## config.mk

```make
export PLATFORM = sky130hd
export DESIGN_NAME = pcihk_regs
export DESIGN_NICKNAME = d
export VERILOG_FILES = /design/src/pkg/pcihk_pkg.sv /design/src/hw/pcihk_regs.sv
export SDC_FILE = /design/constraint.sdc
export NUM_CORES = 1
export LEC_CHECK = 0
export BUFFER_PORTS_ARGS = -buffer_cell sky130_fd_sc_hd__buf_4
export CORE_MARGIN = 2
export CORE_UTILIZATION = 30
export CTS_BUF_LIST = sky130_fd_sc_hd__clkbuf_8
export DETAILED_ROUTE_END_ITERATION = 8
export PLACE_DENSITY = 0.6
export SYNTH_ARGS = -nofsm -noshare
export SYNTH_HDL_FRONTEND = slang
export SYNTH_SLANG_ARGS = --single-unit
```

## constraint.sdc

```tcl
create_clock -name pclk -period 2.3 [get_ports pclk]
set_input_delay 0.23 -clock pclk [delete_from_list [all_inputs] [get_ports pclk]]
set_output_delay 0.23 -clock pclk [all_outputs]
set_load 0.01 [all_outputs]
```

## src/pkg/pcihk_pkg.sv

```systemverilog
package pcihk_pkg;

  // register byte addresses on the apb bus
  localparam logic [11:0] PCIHK_ADDR_IDENTITY = 12'h394;
  localparam logic [11:0] PCIHK_ADDR_CLASS = 12'h39c;
  localparam logic [11:0] PCIHK_ADDR_SUBSYS = 12'h3a0;
  localparam logic [11:0] PCIHK_ADDR_LATENCY = 12'h3a4;
  localparam logic [11:0] PCIHK_ADDR_CFGDONE = 12'h3ac;

  // arbitrary neutral defaults for the identity hooks
  localparam logic [31:0] PCIHK_IDENTITY_RESET = 32'h0000_0000;
  localparam logic [31:0] PCIHK_CLASS_RESET = 32'h0000_0000;
  localparam logic [31:0] PCIHK_SUBSYS_RESET = 32'h0000_0000;
  localparam logic [15:0] PCIHK_LATENCY_RESET = 16'h0000;
  localparam logic PCIHK_CFGDONE_RESET = 1'b0;

  localparam int PCIHK_LATENCY_W = 16;
  localparam int PCIHK_CFGDONE_BIT = 0;

  typedef struct packed {
    logic [31:0] identity_reg;
    logic [31:0] class_reg;
    logic [31:0] subsys_reg;
    logic [15:0] latency_reg;
    logic cfgdone_reg;
    logic [31:0] prdata_reg;
    logic [31:0] identity_mirror_reg;
    logic [31:0] class_mirror_reg;
    logic [31:0] subsys_mirror_reg;
    logic [15:0] latency_mirror_reg;
    logic pci_rst_s1_reg;
    logic pci_rst_s2_reg;
    logic done_s1_reg;
    logic done_s2_reg;
    logic req_s1_reg;
    logic req_s2_reg;
  } pcihk_state_t;

endpackage

```

## src/hw/pcihk_regs.sv

```systemverilog
module pcihk_regs
  import pcihk_pkg::*;
(
  // apb slave
  input wire logic pclk,
  input wire logic presetn,
  input wire logic psel,
  input wire logic penable,
  input wire logic pwrite,
  input wire logic [11:0] paddr,
  input wire logic [31:0] pwdata,
  output logic [31:0] prdata,
  output logic pready,
  output logic pslverr,
  // pci side
  input wire logic pci_reset_n,
  input wire logic auto_init_en,
  input wire logic pci_access_req,
  output logic pci_retry,
  output logic pci_access_allow,
  // mirror defaults
  output logic [31:0] identity_mirror,
  output logic [31:0] class_mirror,
  output logic [31:0] subsystem_mirror,
  output logic [15:0] latency_interrupt_mirror
);

  pcihk_state_t st_reg;
  pcihk_state_t st_next;
  logic wr_en;
  logic rd_en;
  logic addr_hit;
  logic sel_identity;
  logic sel_class;
  logic sel_subsys;
  logic sel_latency;
  logic sel_cfgdone;
  logic auto_init_sync;
  logic access_req_sync;
  logic pci_reset_sync_n;
  logic allow;
  logic [31:0] rd_word;

  // any of the five mapped hook offsets
  function automatic logic hit(input logic [11:0] a);
    hit = (a == PCIHK_ADDR_IDENTITY) || (a == PCIHK_ADDR_CLASS) ||
          (a == PCIHK_ADDR_SUBSYS) || (a == PCIHK_ADDR_LATENCY) ||
          (a == PCIHK_ADDR_CFGDONE);
  endfunction

  // software view of one hook register, reserved bits forced to zero
  function automatic logic [31:0] read_view(
    input logic [11:0] a,
    input pcihk_state_t s
  );
    if (a == PCIHK_ADDR_IDENTITY)
    begin
      read_view = s.identity_reg;
    end
    else if (a == PCIHK_ADDR_CLASS)
    begin
      read_view = s.class_reg;
    end
    else if (a == PCIHK_ADDR_SUBSYS)
    begin
      read_view = s.subsys_reg;
    end
    else if (a == PCIHK_ADDR_LATENCY)
    begin
      read_view = {16'h0000, s.latency_reg};
    end
    else if (a == PCIHK_ADDR_CFGDONE)
    begin
      read_view = {31'h0000_0000, s.cfgdone_reg};
    end
    else
    begin
      // unmapped offsets read as zero; pslverr flags them
      read_view = 32'h0000_0000;
    end
  endfunction

  // apb decode: writes land in the access phase, reads sample in setup
  assign addr_hit = hit(paddr);
  assign wr_en = psel && penable && pwrite && addr_hit;
  assign rd_en = psel && !penable && !pwrite;
  assign rd_word = read_view(paddr, st_reg);

  assign sel_identity = (paddr == PCIHK_ADDR_IDENTITY);
  assign sel_class = (paddr == PCIHK_ADDR_CLASS);
  assign sel_subsys = (paddr == PCIHK_ADDR_SUBSYS);
  assign sel_latency = (paddr == PCIHK_ADDR_LATENCY);
  assign sel_cfgdone = (paddr == PCIHK_ADDR_CFGDONE);

  // pins only reach logic through the second synchroniser stage
  assign auto_init_sync = st_reg.done_s2_reg;
  assign access_req_sync = st_reg.req_s2_reg;
  assign pci_reset_sync_n = st_reg.pci_rst_s2_reg;

  // without auto-init the host is never held off, whatever the flag says
  assign allow = !auto_init_sync || st_reg.cfgdone_reg;

  always_comb
  begin
    st_next = st_reg;

    st_next.pci_rst_s1_reg = pci_reset_n;
    st_next.pci_rst_s2_reg = st_reg.pci_rst_s1_reg;
    st_next.done_s1_reg = auto_init_en;
    st_next.done_s2_reg = st_reg.done_s1_reg;
    st_next.req_s1_reg = pci_access_req;
    st_next.req_s2_reg = st_reg.req_s1_reg;

    // a write and a read never share a cycle on apb, so the decodes cannot race
    if (wr_en)
    begin
      if (sel_identity)
      begin
        st_next.identity_reg = pwdata;
      end
      else if (sel_class)
      begin
        st_next.class_reg = pwdata;
      end
      else if (sel_subsys)
      begin
        st_next.subsys_reg = pwdata;
      end
      else if (sel_latency)
      begin
        st_next.latency_reg = pwdata[PCIHK_LATENCY_W-1:0];
      end
      else if (sel_cfgdone)
      begin
        st_next.cfgdone_reg = pwdata[PCIHK_CFGDONE_BIT];
      end
    end

    // read data captured in setup so the access phase returns it with no wait
    if (rd_en)
    begin
      st_next.prdata_reg = rd_word;
    end

    // mirrors track the hooks while pci reset is held; the value at release sticks
    if (!pci_reset_sync_n)
    begin
      st_next.identity_mirror_reg = st_reg.identity_reg;
      st_next.class_mirror_reg = st_reg.class_reg;
      st_next.subsys_mirror_reg = st_reg.subsys_reg;
      st_next.latency_mirror_reg = st_reg.latency_reg;
    end
  end

  // identity and class hooks reset to neutral values; boot code loads real codes
  always_ff @(posedge pclk or negedge presetn)
  begin
    if (!presetn)
    begin
      st_reg <= '{
        identity_reg: PCIHK_IDENTITY_RESET,
        class_reg: PCIHK_CLASS_RESET,
        subsys_reg: PCIHK_SUBSYS_RESET,
        latency_reg: PCIHK_LATENCY_RESET,
        cfgdone_reg: PCIHK_CFGDONE_RESET,
        prdata_reg: 32'h0000_0000,
        identity_mirror_reg: PCIHK_IDENTITY_RESET,
        class_mirror_reg: PCIHK_CLASS_RESET,
        subsys_mirror_reg: PCIHK_SUBSYS_RESET,
        latency_mirror_reg: PCIHK_LATENCY_RESET,
        pci_rst_s1_reg: 1'b0,
        pci_rst_s2_reg: 1'b0,
        done_s1_reg: 1'b0,
        done_s2_reg: 1'b0,
        req_s1_reg: 1'b0,
        req_s2_reg: 1'b0
      };
    end
    else
    begin
      st_reg <= st_next;
    end
  end

  // zero wait states: every access completes in its first access cycle
  assign prdata = st_reg.prdata_reg;
  assign pready = 1'b1;

  // unmapped addresses are flagged rather than silently absorbed
  assign pslverr = psel && penable && !addr_hit;

  assign pci_access_allow = allow;

  // retry follows the synchronised request, two clocks behind the pin
  assign pci_retry = access_req_sync && !allow;

  // limitation: the mirrors are outputs only, software cannot read them here
  assign identity_mirror = st_reg.identity_mirror_reg;
  assign class_mirror = st_reg.class_mirror_reg;
  assign subsystem_mirror = st_reg.subsys_mirror_reg;
  assign latency_interrupt_mirror = st_reg.latency_mirror_reg;

endmodule

```

Word level (Yosys, flattened, before mapping)
Index checks and enable logic that the tools add are counted.
- input bits: 52
- register bits: 263
- output and inout bits: 148
- bitwise operators: 4
- muxes and demuxes: 5
- reductions and logical operators: 22
- equal/unequal tests: 5
- operator list (cell ; number):
    32-bit two-way mux ; 3
    12-bit by 10-bit == test with 1-bit output (second input constant) ; 5
    16-bit two-way mux ; 1
    1-bit logical AND ; 7
    6-bit AND reduction ; 1
    1-bit logical NOT ; 5
    1-bit logical OR ; 5
    5-bit AND reduction ; 1
    1-bit inverter ; 4
    4-bit AND reduction ; 1
    3-bit AND reduction ; 1
    2-bit AND reduction ; 1
    1-bit two-way mux ; 1

Longest topological paths before layout
Gate-level depths: netlist of the first run.
- depth in word-level cells: 7
- depth in mapped cells: 8

Worst setup path before layout of the first run
No wires, ideal clock.
- kind: input to register
- from: input paddr[1]
- to: register st_reg[171] (netlist name)
- data required time: 2.173 ns
- buffers on the path: 3
- slack: 0.160 ns
- library setup time: 0.127 ns
- data arrival time: 2.012 ns
- cell stages on the path: 7
- path through: or4b_1 buf_2 nor4_4 and2_1 buf_4 buf_6 mux2_1
- longest elaborated chain between the ends: 7
- elaborated cells on any way between the ends: 13
- ends and longest elaborated chain (item ; line ; source):
    start: declaration ; pcihk_regs.sv:10 ; input wire logic [11:0] paddr,
    12-bit by 10-bit == test with 1-bit output (on tied branches) ; pcihk_regs.sv:46, pcihk_regs.sv:89, pcihk_regs.sv:90 ;
    1-bit logical OR (2 in a row) ; pcihk_regs.sv:46 ; hit = (a == PCIHK_ADDR_IDENTITY) || (a == PCIHK_ADDR_CLASS) ||
    1-bit logical OR (2 in a row) ; pcihk_regs.sv:47 ; (a == PCIHK_ADDR_SUBSYS) || (a == PCIHK_ADDR_LATENCY) ||
    1-bit logical AND ; pcihk_regs.sv:85 ; assign wr_en = psel && penable && pwrite && addr_hit;
    4-bit AND reduction (no line) (*) ; -- ;
    end signal: assignment ; pcihk_regs.sv:160 ; st_reg <= '{
    end signal: assignment ; pcihk_regs.sv:181 ; st_reg <= st_next;
    end: declaration ; pcihk_regs.sv:28 ; pcihk_state_t st_reg;
Every way passes the cells marked *; elsewhere a longest branch is shown, timed or not.
A chain may end at the register's enable or synchronous reset.

Final worst setup path of the first run
- from: input paddr[11]
- to: output pslverr
- longest elaborated chain between the ends: 7
- elaborated cells on any way between the ends: 11
- ends and longest elaborated chain (item ; line ; source):
    12-bit by 10-bit == test with 1-bit output ; pcihk_regs.sv:46 ;
    1-bit logical OR (2 in a row) ; pcihk_regs.sv:46 ;
    1-bit logical OR ; pcihk_regs.sv:47 ;
    1-bit logical OR (*) ; pcihk_regs.sv:47 ;
    1-bit logical NOT (*) ; pcihk_regs.sv:190 ; assign pslverr = psel && penable && !addr_hit;
    1-bit logical AND (*) ; pcihk_regs.sv:190 ;
    end: declaration ; pcihk_regs.sv:14 ; output logic pslverr,
Marked as above.

==> results of run 1 <==
[how the worst min path moves through the flow]
stage | slack, ns | to | depth (start not counted) | from
finish | 0.09 | st_reg[150] | 3 | paddr[2]
detailed placement | 0.29 | class_mirror[28] | 1 | presetn
CTS | 0.03 | st_reg[150] | 3 | paddr[2]
global route | 0.07 | st_reg[150] | 3 | paddr[2]
global placement | 0.28 | class_mirror[28] | 1 | presetn
floorplan | -0.07 | access_req_sync | 0 | presetn
[layout by cell type, fill, tap and decap left out, drive strengths merged, types with 2 or more instances in the layout]
cell type and count:
a41oi 4, and3 2, clkinv 7, clkbuf 54
o32ai 10, o21ai 25, nor2 48, nor3 5
clkinvlp 2, nand2b 3, nor2b 5, bufinv 5
nand4 2, or2 2, inv 26, a222oi 4
nand3 13, nor4 3, a221oi 26, a311oi 10
or4b 2, mux2 221, dlygate4sd3 36, mux2i 11
buf 237, dfrtp 263, nand2 16
[metal layers]
metal	global-route usage (%)	wire length, µm	part of all wire [%]	up-vias
li1	-	-	-	3291
met1	19.35	13290	43	3761
met2	24.61	14580	48	238
met3	4.112	2012	6.6	52
met4	5.410	794	2.6	0
met5	0	0	0	-
[cells by family after synthesis]
group	after synthesis	share of synthesized area, %
other	1	0.03192
muxes	232	22.12
DFF	263	56.02
AOI/OAI and AO/OA	86	5.580
and+or+nand+nor	106	4.569
buffers and inverters	213	11.68
[synthesized netlist by cell type, drive strengths merged, types with 2 or more instances]
| cell | n | area (µm²) |
|---|---|---|
| o21ai | 25 | 125.1 |
| mux2 | 221 | 2489 |
| clkbuf | 36 | 135.1 |
| nor4 | 3 | 40.04 |
| nor3 | 5 | 41.29 |
| mux2i | 11 | 110.1 |
| a311oi | 10 | 87.58 |
| o32ai | 10 | 87.58 |
| dfrtp | 263 | 6581 |
| a41oi | 4 | 35.03 |
| nand4 | 2 | 12.51 |
| buf | 164 | 1189 |
| or4b | 2 | 20.02 |
| nand3 | 13 | 70.07 |
| and3 | 2 | 12.51 |
| nand2b | 3 | 18.77 |
| nor2b | 5 | 31.28 |
| a221oi | 26 | 227.7 |
| a222oi | 4 | 40.04 |
| or2 | 2 | 12.51 |
| nand2 | 16 | 60.06 |
| nor2 | 48 | 180.2 |
| inv | 13 | 48.80 |
[power breakdown]
group | internal [mW] | switching (mW) | leakage, nW
sequential | 4.73 | 0.0708 | 3.52
combinational | 0.347 | 0.411 | 3.19
clock | 2.70 | 1.96 | 0.555
total | 7.78 | 2.44 | 7.26
[final cells by class]
type / count / area, µm²
repair buffers: 273 / 2272
clock inverters: 27 / 254.0
flip-flops and latches: 263 / 6585
inverters: 13 / 48.80
clock buffers: 54 / 743.2
well taps: 518 / 648.1
diodes: 1 / 2.502
multi-input cells: 425 / 3814
fillers: 3742 / 24280
[per-stage QoR]
stage	power, mW	cells	worst slack [ns]
floorplan	5.248	901	0.1601
global placement	5.593	1456	0.1318
detailed placement	5.602	1456	0.09484
CTS	10.41	1573	0.5421
global route	10.68	1574	0.4636
finish	10.22	1574	0.5668
[worst max-delay path: stages]
cell     delay (ns)
buf_4          0.10
or2_2          0.40
nor2_1         0.21
buf_4          0.27
a31oi_1        0.12
buf_4          0.16
==> reports/qor.txt, run 1 <==
Worst Skew - 0.02345 ns
Leakage - 7.262 nW
Worst-Skew Late Latency - 0.60 ns
Post-synth EDFFs - 0
clk sinks - 263
Final TNS setup - 0 ns
DRT Wirelength - 30680 µm
Synth cell types - 45
Detail Placement HPWL - 20580 µm
GRT Overall Usage - 15.13%
Post-Synthesis Cell Area - 11750 µm²
syn nets - 953
Detail Route Antenna Nets - 0
FF+latch count, synth - 263
Wirelength per Cell - 19.49 µm
ys async rst share - 100.0%
Max Root-Sink Buffers - 3
die width - 201.9 µm
crit start category - primary input
Die Y - 201.9 µm
DR pass1 iterations - 4
Slew HR - 45.58%
Worst-Margin Slew - 0.8144 ns
Num CTS Buffers - 48
Critical Path RT - 2.07 ns
Final Critical Period - 1.733 ns
FF-to-FF path depth - 4
ratio of cells with drive above 1 in the final layout - 48.82%
worst reg-to-reg setup slack - 0.91 ns
Post-DP Area - 13010 µm²
setup violators final - 0
final core occ - 37.18%
Final Cycle Share - 75.36%
fmax - 0.5770 GHz
DRC viols - 0
max reg flops - 113
Clk pin slew, worst setup/hold paths - 0.05 ns
setup repair bufs after CTS - 0
number of synthesis warnings - 0
CTS H-Tree Depth - 2
worst-path fanout max - 13
Primary FF master, synth - dfrtp_1
Core ar. - 38650 µm²
Syn Inst Count - 901
Setup crit start - paddr[11]
RSZ-0062 raised after global routing - false
Overflow after GRT - 0
vias in the first global route - 7825
first-pass GRT wire length - 47230 µm
# Max-Cap Violations - 0
PostCTS Resize Cnt - 0
full die area - 40760 µm²
max-slew violation count - 0
initial DRC count - 275
sequential area share after synthesis - 56.02%
root buffer cell - clkbuf_8
Worst Setup EP - pslverr
Vias - 7342
initial antenna violation count - 1
average vias per placed instance - 4.665
VDD IR-drop max - 0.6231 mV
crit path kind - primary input to output pin
row count - 72
Arr. time, crit path - 1.50 ns
pin count of the biggest net entering global routing - 77
final hold slack - 0.08587 ns
Initial Util - 30.40%
# hold bufs at CTS - 36
Final nets - 1076
# IOs - 200
Worst setup EP type - output pin
synth-to-layout area growth - 22.29%
r2r startpoint - st_reg[150]
r2r endpoint - prdata[0]
PwrDens - 711.5 nW/µm²
Fin. Hold Viols - 0
TritonCTS clock tree - yes
I/O Buffers - 198
Syn Area/Cell - 13.04 µm²
design area - 14370 µm²
gpl congestion - 0.7362
Worst Hold Class - primary input to flop
status - finished clean
No activity file was read; power rests on OpenSTA's default activity.
==> run 2, diff against run 1 <==
--- a/config.mk
+++ b/config.mk
@@ -5,12 +5,13 @@
 export SDC_FILE = /design/constraint.sdc
 export NUM_CORES = 1
 export LEC_CHECK = 0
+export ABC_AREA = 1
 export BUFFER_PORTS_ARGS = -buffer_cell sky130_fd_sc_hd__buf_4
 export CORE_MARGIN = 2
 export CORE_UTILIZATION = 30
 export CTS_BUF_LIST = sky130_fd_sc_hd__clkbuf_8
 export DETAILED_ROUTE_END_ITERATION = 8
-export PLACE_DENSITY = 0.6
+export PLACE_DENSITY = 0.62
 export SYNTH_ARGS = -nofsm -noshare
 export SYNTH_HDL_FRONTEND = slang
 export SYNTH_SLANG_ARGS = --single-unit
==> constraint.sdc (replaced) <==
create_clock -name pclk -period 1.5 [get_ports pclk]
set_input_delay 0.15 -clock pclk [delete_from_list [all_inputs] [get_ports pclk]]
set_output_delay 0.15 -clock pclk [all_outputs]
set_load 0.01 [all_outputs]
==> reports/qor.txt, run 2 <==
status - finished clean
final hold slack - 0.1032 ns
# Max-Cap Violations - 0
Post-Synthesis Cell Area - 12080 µm²
Crit path top cell by count - buf_4
Synth top area share - 54.49%
# fillers - 3957
ratio of cells with drive above 1 in the final layout - 32.03%
Detail Placement HPWL - 25320 µm
multi-input logic area - 3933 µm²
Initial Util - 30.40%
Num CTS Buffers - 44
Worst-Skew Late Latency - 0.57 ns
Final Critical Period - 1.477 ns
Final nets - 1451
ys async rst share - 100.0%
Fin. Hold Viols - 0
first-pass GRT wire length - 54160 µm
DRC viols - 0
Vias - 9150
max-slew violation count - 0
syn nets - 1313
PwrDens - 958.6 nW/µm²
initial antenna violation count - 3
most frequent cells in the layout - 363 x nand2_1, 262 x dfrtp_1, 245 x buf_4
average vias per placed instance - 4.668
crit path buf inv count - 5
RSZ-0062 raised after global routing - true
fmax - 0.6769 GHz
Critical Path RT - 1.35 ns
synth-to-layout area growth - 24.21%
Post-Synth Simple-Gate Area - 19.28%
clk sinks - 263
GRT Overall Usage - 17.00%
pin count of the biggest net entering global routing - 65
most frequent cell after synthesis - nand2_1
sequential area share after synthesis - 54.49%
main combinational cell family by area after synthesis - simple AND/OR/NAND/NOR gates
VDD IR-drop max - 0.4980 mV
max reg flops - 113
Global Route met1 Usage - 21.75%
CP max stage cell - inv_1
GR Util met3 - 4.120%
Overflow after GRT - 0
Place WS - -0.3320 ns
Post-synth EDFFs - 0
Leakage - 8.011 nW
full die area - 41880 µm²
Worst setup EP type - output pin
DR pass1 iterations - 5
top post-synthesis cells by area - dfrtp_1 54%, nand2_1 11%, buf_4 9.1%, mux2_2 8.8%, nand4_1 4.5%
TritonCTS clock tree - yes
setup violators final - 0
post-route worst setup slack - 0.02269 ns
Core ar. - 39730 µm²
commonest non-fill, non-tap cell in the layout - nand2_1
CTS H-Tree Depth - 2
crit start category - primary input
storage element area - 6585 µm²
Pwr Total - 14.38 mW
Wirelength per Cell - 18.01 µm
gpl congestion - 0.8615
Final Cycle Share - 98.49%
root buffer cell - clkbuf_8
Critical Path, Cell by Cell - buf_4 -> nor2_2 -> buf_4 -> nand2_1 -> inv_1 -> nand2_4 -> nand3_4 -> nor2_1 -> buf_4 -> buf_4
Clk pin slew, worst setup/hold paths - 0.06 ns
FF+latch count, synth - 263
Synth Area in Compound Gates - 3.895%
GRT busiest layer - met2
post-synthesis xor/xnor area fraction - 0%
Worst Hold Class - primary input to asynchronous set/reset pin
number of synthesis warnings - 0
I/O Buffers - 198
worst-path fanout max - 5
slowest cell delay on critical path - 0.16 ns
crit path kind - primary input to output pin
Detail Route Antenna Nets - 0
largest area contributor in the netlist - dfrtp_1
Synth Area in Adders - 0%
DRT Wirelength - 35300 µm
post-synthesis mux area share - 8.763%
placed insts - 1837
# IOs - 200
Max Root-Sink Buffers - 3
Syn Area/Cell - 9.579 µm²
post-route insts no fill - 1960
row count - 73
CP top delay family - buffers and inverters
Die Y - 204.7 µm
synth cell count leaders - 366 x nand2_1, 263 x dfrtp_1, 146 x buf_4
Primary FF master, synth - dfrtp_1
Syn Inst Count - 1261
die width - 204.7 µm
Arr. time, crit path - 1.33 ns
GR met2 Demand/Resource - 27.78%
initial DRC count - 666
vias in the first global route - 9134
Synth cell types - 22
Worst Skew - 0.01332 ns
final core occ - 37.76%
==> run 2: report_power, final <==
part,internal [mW],switching (mW)
registers,7.11,0.00775
logic,0.287,0.430
clock network,3.56,2.99
total,11.0,3.43
==> run 2: kinds of logic (layout without fill, tap and decap cells) <==
family,after synthesis,after routing
DFF,263,263
muxes,94,94
other,1,3
and+or+nand+nor,534,534
AOI/OAI and AO/OA,87,87
buffers and inverters,282,454
==> run 2: metrics by stage <==
step                      TNS (ns)  cell area, µm²
after floorplan                  0           12080
after global placement      -26.53           13660
after detailed placement    -32.61           13660
after CTS                 -0.05296           14970
after global routing      -0.05634           15000
final                            0           15000
==> run 2: worst reg2reg max path, stage by stage (launching register included) <==
cell	delay, ns
dfrtp_4	0.48
buf_12	0.27
mux2_2	0.43
==> run 2: repair_timing <==
| item | 4_1_cts | 5_1_grt |
|---|---|---|
| pin swaps | 1 | 2 |
| setup buffers | 3 | 1 |
| endpoints found under the setup margin | 3 | 2 |
| hold endpoints to repair | 379 | 0 |
| hold buffers | 37 | 0 |
| resized for setup | 4 | 5 |
==> run 2: layer usage <==
layer / routed length, µm / vias up
li1: - / 4279
met1: 14440 / 4452
met2: 16790 / 355
met3: 2925 / 60
met4: 1121 / 4
met5: 23 / -
==> run 2: final cells by class <==
cell class	instances	share of cell area, %
Sequential cell	263	43.89
Clock inverter	24	0.9674
Antenna cell	2	0.03336
Timing Repair Buffer	304	17.63
Inverter	70	1.751
Clock buffer	56	5.137
Tap cell	525	4.378
Multi-Input combinational cell	716	26.21
==> run 2: final timing paths <==
check / cells after the start / endpoint / startpoint / slack (ns)
max in group asynchronous: 3 / st_reg[247] / presetn / 0.75
min reg2reg: 0 / access_req_sync / st_next[0] / 0.35
min: 2 / subsystem_mirror[26] / presetn / 0.10
max: 10 / pslverr / paddr[0] / 0.02
max reg2reg: 2 / class_mirror[10] / pci_reset_sync_n / 0.19
min in group pclk: 5 / st_reg[260] / paddr[3] / 0.10
